**src/rtl/psuh_regs.svh**
```systemverilog
// Register offsets, field positions, reset values and codes of the
// address-space state-update handler. Included by the handler package.
`ifndef PSUH_REGS_SVH
`define PSUH_REGS_SVH
`define PSUH_CAP_OFF 12'h000
`define PSUH_CTRL_OFF 12'h004
`define PSUH_STAT_OFF 12'h008
`define PSUH_CTX_BASE 4'h1
`define PSUH_CTRL_RST 32'h0000_0001
`define PSUH_CAP_DIS_BIT 0
`define PSUH_CTRL_EN_BIT 0
`define PSUH_STAT_BUSY_BIT 0
`define PSUH_STAT_CODE_BIT 1
`define PSUH_CTX_PRES_BIT 0
`define PSUH_CTX_ASID_BIT 1
`define PSUH_CTX_DEFERRED_INVAL_ENABLE_BIT 2
`define PSUH_CTX_TSF_LSB 4
`define PSUH_CTX_PTR_LSB 12
`define PSUH_TBL_MIN_LOG 5'd5
`define PSUH_ENT_PEND_BIT 0
`define PSUH_ENT_CNT_LSB 1
`define PSUH_GRAN_PASID 3'b011
`define PSUH_RC_OK 1'b0
`define PSUH_RC_INVALID 1'b1
`endif

```
**src/rtl/psuh_pkg.sv**
```systemverilog
// Types shared by the state-update handler and its surroundings.
// Assumes the constants header is on the include path.
`default_nettype none
`include "psuh_regs.svh"
package psuh_pkg;
	typedef struct packed {
		logic [15:0] rid;
		logic [19:0] pasid;
		logic typ;
	} psuh_req_s;
	typedef struct packed {
		logic [15:0] rid;
		logic [19:0] pasid;
		logic typ;
		logic resync;
		logic code;
	} psuh_rsp_s;
	typedef enum logic [2:0] {
		S_IDLE = 3'b000,
		S_CHECK = 3'b001,
		S_RD = 3'b010,
		S_WR = 3'b011,
		S_INV = 3'b100,
		S_RSP = 3'b101
	} psuh_state_e;
endpackage : psuh_pkg
`default_nettype wire

```
**src/rtl/psuh_top.sv**
```systemverilog
// Address-space state-update handler: takes requests from the accelerator,
// updates the per-PASID state entry in memory and answers each request.
// Assumes an AHB-Lite master, a memory port that honours the lock signal,
// and an IOTLB that acknowledges each invalidation with inv_done.
//
// Chosen here: register access over AHB-Lite and the register offsets.
`default_nettype none
`include "psuh_regs.svh"
// Operation
// - Response copies identity, PASID and type from its request.
// - Response code 0 means success, 1 means invalid request.
// - Requester identity selects the governing context entry.
// - Bad entry, mechanism off, PASID too big: invalid, table untouched.
// - Without error the PASID indexes the state table.
// - State entry is read locked, updated, then unlocked atomically.
// - Active request increments count and clears pending flag.
// - Inactive request decrements count, keeps pending flag.
// - Active with pending flag set: invalidate IOTLB, resync set.
// - That invalidation uses code 011b and ends before the response.
// - Otherwise resync is cleared in the response.
// - Error-free processing answers success with the computed resync.
// - Capability bit reports support; context entry enables per device.
// - Enabled context entry supplies table pointer and table size.
// - Software sets pending flag; hardware clears it on active requests and derives resync and the invalidation from it.
module psuh_top #(
	parameter int CTX_AW = 4
) (
	input wire logic clk,
	input wire logic rst,
	input wire logic hsel,
	input wire logic [31:0] haddr,
	input wire logic [1:0] htrans,
	input wire logic hwrite,
	input wire logic [2:0] hsize,
	input wire logic [31:0] hwdata,
	input wire logic hready,
	output logic [31:0] hrdata,
	output logic hreadyout,
	output logic hresp,
	input wire logic req_valid,
	input wire psuh_pkg::psuh_req_s req,
	output logic req_ready,
	output logic rsp_valid,
	output psuh_pkg::psuh_rsp_s rsp,
	input wire logic rsp_ready,
	output logic mem_req,
	output logic mem_wr,
	output logic mem_lock,
	output logic [31:0] mem_addr,
	output logic [31:0] mem_wdata,
	input wire logic mem_ack,
	input wire logic mem_err,
	input wire logic [31:0] mem_rdata,
	output logic inv_req,
	output logic [2:0] inv_gran,
	output logic [19:0] inv_pasid,
	input wire logic inv_done
);
	import psuh_pkg::*;

	localparam int NCTX = 2 ** CTX_AW;

	logic [31:0] ctx_q [NCTX];
	logic [31:0] ctrl_q;
	logic [15:0] rsp_cnt_q;
	logic last_code_q;
	logic ap_wr_q, ap_rd_q;
	logic [11:0] ap_addr_q;
	logic [31:0] hrdata_q;
	logic hreadyout_q;
	psuh_state_e state_q;
	psuh_req_s cur_q;
	psuh_rsp_s rsp_q;
	logic rsp_valid_q, req_ready_q;
	logic mem_req_q, mem_wr_q, mem_lock_q;
	logic [31:0] mem_addr_q, mem_wdata_q, ent_q;
	logic inv_req_q;
	logic [31:0] ctx_sel_q;

	// Bus decode.
	wire ap_take = hsel & htrans[1] & hready;
	wire [11:0] ap_a = haddr[11:0];
	wire ctx_hit = ap_addr_q[11:8] == `PSUH_CTX_BASE &&
		ap_addr_q[7:2] < 6'(NCTX);
	wire [CTX_AW-1:0] ctx_widx = ap_addr_q[CTX_AW+1:2];
	wire [31:0] cap_val = 32'h1 << `PSUH_CAP_DIS_BIT;
	wire busy = state_q != S_IDLE;
	wire [31:0] stat_val = {rsp_cnt_q, 14'h0, last_code_q, busy};
	wire [31:0] rd_val =
		(ap_addr_q == `PSUH_CAP_OFF) ? cap_val :
		(ap_addr_q == `PSUH_CTRL_OFF) ? ctrl_q :
		(ap_addr_q == `PSUH_STAT_OFF) ? stat_val :
		ctx_hit ? ctx_q[ctx_widx] : 32'h0;
	wire en = ctrl_q[`PSUH_CTRL_EN_BIT];

	// Context entry fields of the latched entry.
	wire c_pres = ctx_sel_q[`PSUH_CTX_PRES_BIT];
	wire c_asid = ctx_sel_q[`PSUH_CTX_ASID_BIT];
	wire c_deferred_inval_enable = ctx_sel_q[`PSUH_CTX_DEFERRED_INVAL_ENABLE_BIT];
	wire [3:0] c_tsf = ctx_sel_q[`PSUH_CTX_TSF_LSB+:4];
	wire [19:0] c_ptr = ctx_sel_q[`PSUH_CTX_PTR_LSB+:20];
	// Table holds 2^(size field + 5) entries.
	wire [4:0] tbl_log = {1'b0, c_tsf} + `PSUH_TBL_MIN_LOG;
	wire pasid_oob = (cur_q.pasid >> tbl_log) != 20'h0;
	wire ctx_bad = !c_pres | !c_asid | !c_deferred_inval_enable | pasid_oob;
	wire [31:0] ent_addr = {c_ptr, 12'h000} +
		{10'h0, cur_q.pasid, 2'b00};

	// Read-modify-write of the state entry.
	wire rd_pend = mem_rdata[`PSUH_ENT_PEND_BIT];
	wire [30:0] rd_cnt = mem_rdata[31:`PSUH_ENT_CNT_LSB];
	// A decrement at zero saturates so a stray preemption cannot wrap.
	wire [30:0] dec_cnt = (rd_cnt == 31'h0) ? 31'h0 : rd_cnt - 31'h1;
	wire [30:0] new_cnt = cur_q.typ ? rd_cnt + 31'h1 : dec_cnt;
	wire new_pend = cur_q.typ ? 1'b0 : rd_pend;
	wire [31:0] new_ent = {new_cnt, new_pend};
	// Pending flag feeds the resync bit and the IOTLB invalidation.
	wire need_inv = cur_q.typ & ent_q[`PSUH_ENT_PEND_BIT];

	wire req_fire = req_valid & req_ready_q;
	wire rsp_fire = rsp_valid_q & rsp_ready;
	wire mem_fire = mem_req_q & mem_ack;

	always_ff @(posedge clk) begin
		if (rst) begin
			ap_wr_q <= 1'b0;
			ap_rd_q <= 1'b0;
			ap_addr_q <= 12'h0;
			hrdata_q <= 32'h0;
			hreadyout_q <= 1'b1;
		end else begin
			ap_wr_q <= ap_take & hwrite;
			ap_rd_q <= ap_take & !hwrite;
			if (ap_take) begin
				ap_addr_q <= ap_a;
			end
			// Reads take one wait state so that hrdata comes from a flop.
			hreadyout_q <= !(ap_take & !hwrite);
			if (ap_rd_q) begin
				hrdata_q <= rd_val;
			end
		end
	end

	always_ff @(posedge clk) begin
		if (rst) begin
			ctrl_q <= `PSUH_CTRL_RST;
		end else if (ap_wr_q && ap_addr_q == `PSUH_CTRL_OFF) begin
			ctrl_q <= {31'h0, hwdata[`PSUH_CTRL_EN_BIT]};
		end
	end

	// Context entries come up not present, so any request is refused.
	always_ff @(posedge clk) begin
		if (rst) begin
			for (int i = 0; i < NCTX; i++) begin
				ctx_q[i] <= 32'h0;
			end
		end else if (ap_wr_q && ctx_hit) begin
			ctx_q[ctx_widx] <= hwdata;
		end
	end

	always_ff @(posedge clk) begin
		if (rst) begin
			state_q <= S_IDLE;
			cur_q <= '0;
			ctx_sel_q <= 32'h0;
			req_ready_q <= 1'b0;
			rsp_valid_q <= 1'b0;
			rsp_q <= '0;
			mem_req_q <= 1'b0;
			mem_wr_q <= 1'b0;
			mem_lock_q <= 1'b0;
			mem_addr_q <= 32'h0;
			mem_wdata_q <= 32'h0;
			ent_q <= 32'h0;
			inv_req_q <= 1'b0;
			rsp_cnt_q <= 16'h0;
			last_code_q <= 1'b0;
		end else begin
			case (state_q)
				S_IDLE: begin
					req_ready_q <= en & !req_fire;
					if (req_fire) begin
						cur_q <= req;
						ctx_sel_q <= ctx_q[req.rid[CTX_AW-1:0]];
						state_q <= S_CHECK;
					end
				end
				S_CHECK: begin
					rsp_q.rid <= cur_q.rid;
					rsp_q.pasid <= cur_q.pasid;
					rsp_q.typ <= cur_q.typ;
					if (ctx_bad) begin
						rsp_q.code <= `PSUH_RC_INVALID;
						rsp_q.resync <= 1'b0;
						rsp_valid_q <= 1'b1;
						state_q <= S_RSP;
					end else begin
						mem_req_q <= 1'b1;
						mem_wr_q <= 1'b0;
						mem_lock_q <= 1'b1;
						mem_addr_q <= ent_addr;
						state_q <= S_RD;
					end
				end
				S_RD: begin
					if (mem_fire) begin
						if (mem_err) begin
							mem_req_q <= 1'b0;
							mem_lock_q <= 1'b0;
							rsp_q.code <= `PSUH_RC_INVALID;
							rsp_q.resync <= 1'b0;
							rsp_valid_q <= 1'b1;
							state_q <= S_RSP;
						end else begin
							ent_q <= mem_rdata;
							mem_wr_q <= 1'b1;
							mem_wdata_q <= new_ent;
							state_q <= S_WR;
						end
					end
				end
				S_WR: begin
					if (mem_fire) begin
						mem_req_q <= 1'b0;
						mem_wr_q <= 1'b0;
						mem_lock_q <= 1'b0;
						// A failed write is an invalid request, never a resync.
						rsp_q.resync <= need_inv & !mem_err;
						rsp_q.code <= mem_err ? `PSUH_RC_INVALID :
							`PSUH_RC_OK;
						if (need_inv && !mem_err) begin
							inv_req_q <= 1'b1;
							state_q <= S_INV;
						end else begin
							rsp_valid_q <= 1'b1;
							state_q <= S_RSP;
						end
					end
				end
				S_INV: begin
					if (inv_done) begin
						inv_req_q <= 1'b0;
						rsp_valid_q <= 1'b1;
						state_q <= S_RSP;
					end
				end
				S_RSP: begin
					if (rsp_fire) begin
						rsp_valid_q <= 1'b0;
						rsp_cnt_q <= rsp_cnt_q + 16'h1;
						last_code_q <= rsp_q.code;
						req_ready_q <= en;
						state_q <= S_IDLE;
					end
				end
				default: begin
					state_q <= S_IDLE;
				end
			endcase
		end
	end

	assign hrdata = hrdata_q;
	assign hreadyout = hreadyout_q;
	assign hresp = 1'b0;
	assign req_ready = req_ready_q;
	assign rsp_valid = rsp_valid_q;
	assign rsp = rsp_q;
	assign mem_req = mem_req_q;
	assign mem_wr = mem_wr_q;
	assign mem_lock = mem_lock_q;
	assign mem_addr = mem_addr_q;
	assign mem_wdata = mem_wdata_q;
	assign inv_req = inv_req_q;
	assign inv_gran = `PSUH_GRAN_PASID;
	assign inv_pasid = cur_q.pasid;
endmodule // psuh_top
`default_nettype wire

```
**config.mk**
```make
export PLATFORM = sky130hd
export DESIGN_NAME = psuh_top
export DESIGN_NICKNAME = d
export VERILOG_FILES = /design/src/rtl/psuh_pkg.sv /design/src/rtl/psuh_top.sv
export VERILOG_INCLUDE_DIRS = /design/src /design/src/rtl
export SDC_FILE = /design/constraint.sdc
export NUM_CORES = 1
export LEC_CHECK = 0
export BUFFER_PORTS_ARGS = -buffer_cell sky130_fd_sc_hd__buf_2
export CORE_MARGIN = 10
export CORE_UTILIZATION = 35
export DETAILED_ROUTE_END_ITERATION = 6
export PLACE_DENSITY = 0.53
export SYNTH_ARGS = -nofsm -noshare
export SYNTH_HDL_FRONTEND = slang
export SYNTH_SLANG_ARGS = --single-unit
```
**constraint.sdc**
```tcl
create_clock -name clk -period 6.2 [get_ports clk]
set_clock_uncertainty 0.2 [all_clocks]
set_input_delay 1.24 -clock clk [delete_from_list [all_inputs] [get_ports clk]]
set_output_delay 1.24 -clock clk [all_outputs]
set_load 0.05 [all_outputs]
```
==> results of run 1 <==
[final timing paths]
path                            slack (ns)                        from  cells after the start                          to
worst max register to register        2.01  ap_addr_q[11]$_SDFFE_PP0P_                      8  ctx_q[8][15]$_SDFFCE_PN0P_
worst max-delay path                  2.01  ap_addr_q[11]$_SDFFE_PP0P_                      8  ctx_q[8][15]$_SDFFCE_PN0P_
worst min-delay path                  0.25      cur_q[34]$_SDFFE_PP0P_                      2        rsp[36]$_SDFFE_PP0N_
worst min register to register        0.25      cur_q[34]$_SDFFE_PP0P_                      2        rsp[36]$_SDFFE_PP0N_
[through the flow]
step	area [sq um]	total power, mW	hold slack [ns]	utilization	worst slack [ns]
after global placement	40100	7.01	0.237	0.380	1.66
after global routing	43000	12.6	0.264	0.408	1.91
final	43000	12.2	0.249	0.408	2.01
after floorplan	37200	6.56	0.231	-	1.30
after CTS	43000	12.3	0.235	0.408	2.06
after detailed placement	40100	7.02	0.245	0.380	1.64
[power breakdown]
part,total (mW),switching (mW),internal (mW)
sequential,5.68,0.139,5.54
combinational,1.23,0.799,0.427
clock,5.31,2.19,3.13
total,12.2,3.13,9.09
[logic make-up after synthesis]
family,after synthesis,share of synthesized area
other cells,2,0.000202
xor+xnor,88,0.0207
mux,300,0.180
compound gates,315,0.0498
flops,755,0.544
fa+ha+maj,15,0.00525
simple gates,1163,0.167
buf+inv,291,0.0328
[state kept, by name (all words and copies together) (netlist names), 3 cells and up, named ones only]
register and flops:
ctx_q 512, rsp 39, hrdata 32, mem_wdata 32, mem_addr 30, ctx_sel_q 27, inv_pasid 20, cur_q 17
rsp_cnt_q 16, ap_addr_q 12, state_q 3
[cell usage in the layout (no fill, tap or decap), types with 8 or more instances in the layout]
cell	count
and2_1	519
edfxtp_1	512
nand2_1	312
mux4_2	295
buf_2	280
dfxtp_1	238
a21oi_1	180
nor2_1	106
clkbuf_16	90
buf_4	51
xor2_1	44
xnor2_1	44
nor3_1	41
nor2b_1	40
o21ai_0	36
nand3_1	29
a221oi_1	25
clkinv_2	22
a211oi_1	17
clkinv_1	17
and3_1	15
inv_1	14
nand4_1	14
nor2_4	14
ha_1	14
o21ai_4	12
clkbuf_8	12
buf_12	9
or3_1	8
nor4_1	8
bufinv_16	8
[layer usage]
metal	wire (um)	GRT usage
met3	11500	0.0565
met5	133	0
met2	55800	0.309
met4	2030	0.0457
met1	53200	0.275
[final cells by class]
| cell class | instances | share of cell area |
|---|---|---|
| Sequential cell | 755 | 0.471 |
| Multi-Input combinational cell | 1887 | 0.373 |
| Clock buffer | 107 | 0.0564 |
| Timing Repair Buffer | 342 | 0.0462 |
| Tap cell | 1391 | 0.0404 |
| Clock inverter | 56 | 0.0122 |
| Inverter | 14 | 0.00122 |
| Antenna cell | 4 | 0.000233 |
[worst max-delay path, delay by kind of cell, from the launching register on]
kind | cells | cell delay [ns]
buffers and inverters | 1 | 0.60
flip-flops | 1 | 0.31
AND/OR/NAND/NOR | 7 | 2.67
==> impl_metrics.py, run 1 <==
metrics = {
    "global_routing": {
        "grt_start_max_net_pins": 180,
        "grt_pass1_vias": 24300,
        "antenna_found_initial": 22,
        "grt_pass1_wl_um": 177000,
        "grt_overflow_total": 0,
        "grt_usage": 0.199,
    },
    "cts": {
        "numCtsBuffers": 87,
        "path_clk_slew_ns": 0.06,
        "cts_setup_buffers": 0,
        "ctsHoldBuffers": 0,
        "cts_tree": "done",
        "clock_latency_ns": 0.66,
        "cts_num_sinks": 755,
        "cts_resized": 0,
        "cts_max_path_buffers": 3,
        "root_buffer": "clkbuf_16",
        "htreeDepth": 3,
    },
    "synthesis": {
        "yosysMostFrequentCell": "and2_1",
        "ys.flop_type": "edfxtp_1",
        "yosysTopAreaCell": "edfxtp_1",
        "yosys-top-cells-count": "and2_1 (519), edfxtp_1 (512), nand2_1 (312), mux4_2 (295), dfxtp_1 (243)",
        "ys_ff_latch": 755,
        "ys_seq_area_frac": 0.544,
        "synth-edff-count": 512,
        "syn_inst": 2929,
        "async_flop_share": 0,
        "synth.top_cell.area_share": 0.413,
        "synth.area.top_cells": "edfxtp_1 (41%), mux4_2 (18%), dfxtp_1 (13%)",
        "netlist_area_sq_mm": 0.0372,
        "avgSynthCellArea_sq_um": 12.7,
        "synth_cell_types": 66,
        "yosysWarnings": 0,
    },
    "worst_setup_path": {
        "worst_path_max_delay_cell": "buf_4",
        "crit_path_end_kind": "register",
        "slowest_delay_ns": 0.60,
        "critPathLaunchType": "register",
        "cp.required_ns": 6.28,
        "crit_type": "reg -> reg",
        "cp_max_fo": 21,
        "worstPathArrival_ns": 4.27,
        "path_cells": "or4_1 > nor2_1 > and2_1 > and3_1 > nand3b_1 > nor3_2 > or2_2 > buf_4",
    },
    "drt": {
        "drt-pass1-iter-count": 5,
        "drt-total-wl_um": 123000,
        "wire_per_inst_um": 26.9,
        "route.detailed.drc": 0,
        "drt_iter0_markers": 2363,
        "vias": 24600,
        "vias_per_cell": 5.40,
        "ant_nets": 0,
    },
    "finish": {
        "fin_cells": 4556,
        "fill_cells": 9916,
        "drive_gt1_frac": 0.265,
        "layout.nets": 3250,
        "area_delta_synth_final_pct": 15.7,
        "multi_input_area_sq_mm": 0.0160,
        "seq_area_sq_mm": 0.0203,
    },
    "sta": {
        "hold_viol": 0,
        "slew_viol_final": 0,
        "setup_viol": 0,
        "min_period_over_period": 0.675,
        "rsz0062_at_grt": "false",
        "worst_slew_pin_slew_ns": 1.11,
        "finalCriticalPeriod_ns": 4.19,
        "max-slew-margin-rel": 0.263,
        "clock.fmax_mhz": 239,
        "setup_tns_ns": 0,
    },
    "die": {
        "die_height_um": 346,
        "core.rowCount": 119,
        "die_area_sq_mm": 0.120,
        "start_util": 0.353,
        "core_sq_mm": 0.105,
        "die_w_um": 346,
        "io_pins": 314,
    },
    "power": {
        "power_density_mw_per_mm2": 284,
        "p_leak_nw": 15.5,
        "ir_drop_mv": 0.207,
    },
    "min_path": {
        "hold_class": "reg -> reg",
    },
    "placement": {
        "dp_hpwl_um": 74200,
        "gp_congestion": 0.806,
        "port-buffer-count": 283,
        "dpl.cell_count": 4389,
    },
    "status": {
        "status": "complete, no violations",
    },
    "job": {
        "maxCapViolCount": 0,
    },
}
(Power assumes the default switching activity.)
==> run 2, diff against run 1 <==
ABC_AREA = 1   (was not set)
clock period = 4 ns   (was 6.2 ns; I/O delays follow)
==> run 2 against run 1 <==
Die area rose by 3.0%; area after synthesis up 3.2%; clock-buffer cell count increased by 22; cell area up 1.7%; synthesized cell count rose by 59%; flip-flop and latch count stayed put; sequential share of layout area shrank 0.81 points; utilization down 0.60 points; setup slack worse by 1.1 ns; global-route usage is 2.8 points higher; critical endpoint is now ctx_q[9][8]$_SDFFCE_PN0P_; largest cell class unchanged; highest routed layer unchanged.
==> impl_metrics.py, run 2 <==
metrics = {
    "synthesis": {
        "yosysTopAreaCell": "edfxtp_1",
        "ys.flop_type": "edfxtp_1",
        "synth_cell_types": 48,
        "yosysMostFrequentCell": "nor2_1",
        "ys_ff_latch": 755,
        "yosysWarnings": 0,
        "synth.top_cell.area_share": 0.400,
        "netlist_area_sq_mm": 0.0384,
        "syn_inst": 4648,
        "yosys-top-cells-count": "nor2_1 (958), o21ai_0 (696), edfxtp_1 (512), nand2_1 (493), a21oi_1 (418)",
        "ys_seq_area_frac": 0.527,
        "async_flop_share": 0,
        "synth-edff-count": 512,
        "avgSynthCellArea_sq_um": 8.26,
        "synth.area.top_cells": "edfxtp_1 (40%), dfxtp_1 (13%), nor2_1 (9.4%)",
    },
    "finish": {
        "layout.nets": 4916,
        "seq_area_sq_mm": 0.0202,
        "fill_cells": 10900,
        "multi_input_area_sq_mm": 0.0149,
        "drive_gt1_frac": 0.126,
        "area_delta_synth_final_pct": 14.0,
        "layout_commonest_cell": "nor2_1",
        "final_core_util": 0.402,
        "top_register": "ctx_q",
        "layout_common_cells": "nor2_1 (955), o21ai_0 (696), edfxtp_1 (512)",
        "final_cell_area_sq_mm": 0.0438,
        "largest_reg_flops": 512,
    },
    "power": {
        "power_density_mw_per_mm2": 478,
        "report.power.total_mw": 20.9,
        "ir_drop_mv": 0.306,
        "p_leak_nw": 17.7,
    },
    "global_routing": {
        "grt_pass1_wl_um": 211000,
        "grt_pass1_vias": 31600,
        "antenna_found_initial": 11,
        "grt_overflow_total": 0,
        "grt_usage": 0.227,
        "grt_start_max_net_pins": 175,
    },
    "placement": {
        "dpl-instance-area_sq_mm": 0.0409,
        "gp_congestion": 0.870,
        "port-buffer-count": 283,
        "dp_hpwl_um": 88500,
    },
    "min_path": {
        "hold_class": "in -> reg",
    },
    "die": {
        "io_pins": 314,
        "die_w_um": 351,
        "core_sq_mm": 0.109,
        "die_height_um": 351,
        "core.rowCount": 121,
        "start_util": 0.353,
        "die_area_sq_mm": 0.123,
    },
    "worst_setup_path": {
        "worst-path-buf-inv": 4,
        "cp_max_fo": 13,
        "path_cells": "nor2_1 > inv_1 > nor3_2 > inv_1 > nor3_2 > inv_1 > nor3_2 > nand2_2 > nand2_2 > buf_12",
        "path_delay_family": "simple AND/OR/NAND/NOR gates",
        "cp.required_ns": 4.15,
        "worstPathArrival_ns": 3.20,
        "critPathLaunchType": "register",
        "worst_path_max_delay_cell": "nand2_2",
        "crit_path_end_kind": "register",
        "slowest_delay_ns": 0.48,
        "crit_type": "reg -> reg",
    },
    "sta": {
        "min_period_over_period": 0.763,
        "rsz0062_at_grt": "false",
        "finalCriticalPeriod_ns": 3.05,
        "max-slew-margin-rel": 0.348,
        "setup_viol": 0,
        "worst_slew_pin_slew_ns": 0.978,
        "setup_tns_ns": 0,
        "clock.fmax_mhz": 328,
        "hold_viol": 0,
        "slew_viol_final": 0,
    },
    "cts": {
        "root_buffer": "clkbuf_16",
        "clock_latency_ns": 0.68,
        "cts_setup_buffers": 0,
        "path_clk_slew_ns": 0.05,
        "htreeDepth": 3,
        "numCtsBuffers": 89,
        "cts_tree": "done",
        "cts_max_path_buffers": 3,
        "ctsHoldBuffers": 0,
        "cts_num_sinks": 755,
        "cts_resized": 0,
    },
    "status": {
        "status": "complete, no violations",
    },
    "drt": {
        "vias": 34000,
        "ant_nets": 0,
        "drt-total-wl_um": 145000,
        "drt_iter0_markers": 3398,
        "vias_per_cell": 5.45,
        "route.detailed.drc": 0,
        "drt-pass1-iter-count": 6,
        "wire_per_inst_um": 23.2,
    },
    "job": {
        "maxCapViolCount": 0,
    },
}
[run 2: per-stage QoR]
step / std cells / setup slack, ns / hold slack [ns]
2_1_floorplan: 4652 / 1.13 / 0.229
3_3_place_gp: 6076 / 0.888 / 0.244
3_5_place_dp: 6076 / 0.889 / 0.250
4_1_cts: 6238 / 0.903 / 0.102
5_1_grt: 6238 / 0.757 / 0.132
6_report: 6240 / 0.949 / 0.139
[run 2: cells by family (layout without fill, tap and decap cells)]
family | count (synthesis) | in the layout | share of synthesized area
DFF | 755 | 755 | 0.527
buffers and inverters | 763 | 935 | 0.0885
AOI/OAI and AO/OA | 1353 | 1353 | 0.189
other | 2 | 8 | 0.000196
adders and majority gates | 15 | 15 | 0.00508
xor gates and xnor gates | 50 | 50 | 0.0114
and+or+nand+nor | 1710 | 1710 | 0.179
[run 2: worst paths after layout]
kind | startpoint | to | slack (ns) | depth (start not counted)
worst max register to register | ap_addr_q[6]$_SDFFE_PP0P_ | ctx_q[9][8]$_SDFFCE_PN0P_ | 0.95 | 10
worst min register to register | ap_addr_q[0]$_SDFFE_PP0P_ | ap_addr_q[0]$_SDFFE_PP0P_ | 0.26 | 2
worst min-delay path | inv_done | inv_req$_SDFFE_PP0P_ | 0.14 | 2
worst max-delay path | ap_addr_q[6]$_SDFFE_PP0P_ | ctx_q[9][8]$_SDFFCE_PN0P_ | 0.95 | 10
[run 2: cell type report]
| cell class | instances | share of cell area |
|---|---|---|
| sequential | 755 | 0.462 |
| antenna | 2 | 0.000114 |
| timing repair buffer | 390 | 0.0580 |
| multi-input combinational | 3134 | 0.340 |
| clock buffer | 129 | 0.0599 |
| inverter | 383 | 0.0331 |
| clock inverter | 33 | 0.00620 |
| tap | 1414 | 0.0404 |
[run 2: where the power goes]
part           switching, mW  total (mW)  internal (mW)
registers              0.387        9.20           8.81
logic                   2.77        3.68          0.916
clock network           3.42        8.06           4.64
total                   6.57        20.9           14.4
[run 2: metal layers]
layer / share of wire / global-route usage
met5: 0.00019 / 0
met3: 0.088 / 0.0376
met2: 0.45 / 0.366
met1: 0.42 / 0.306
met4: 0.036 / 0.0846
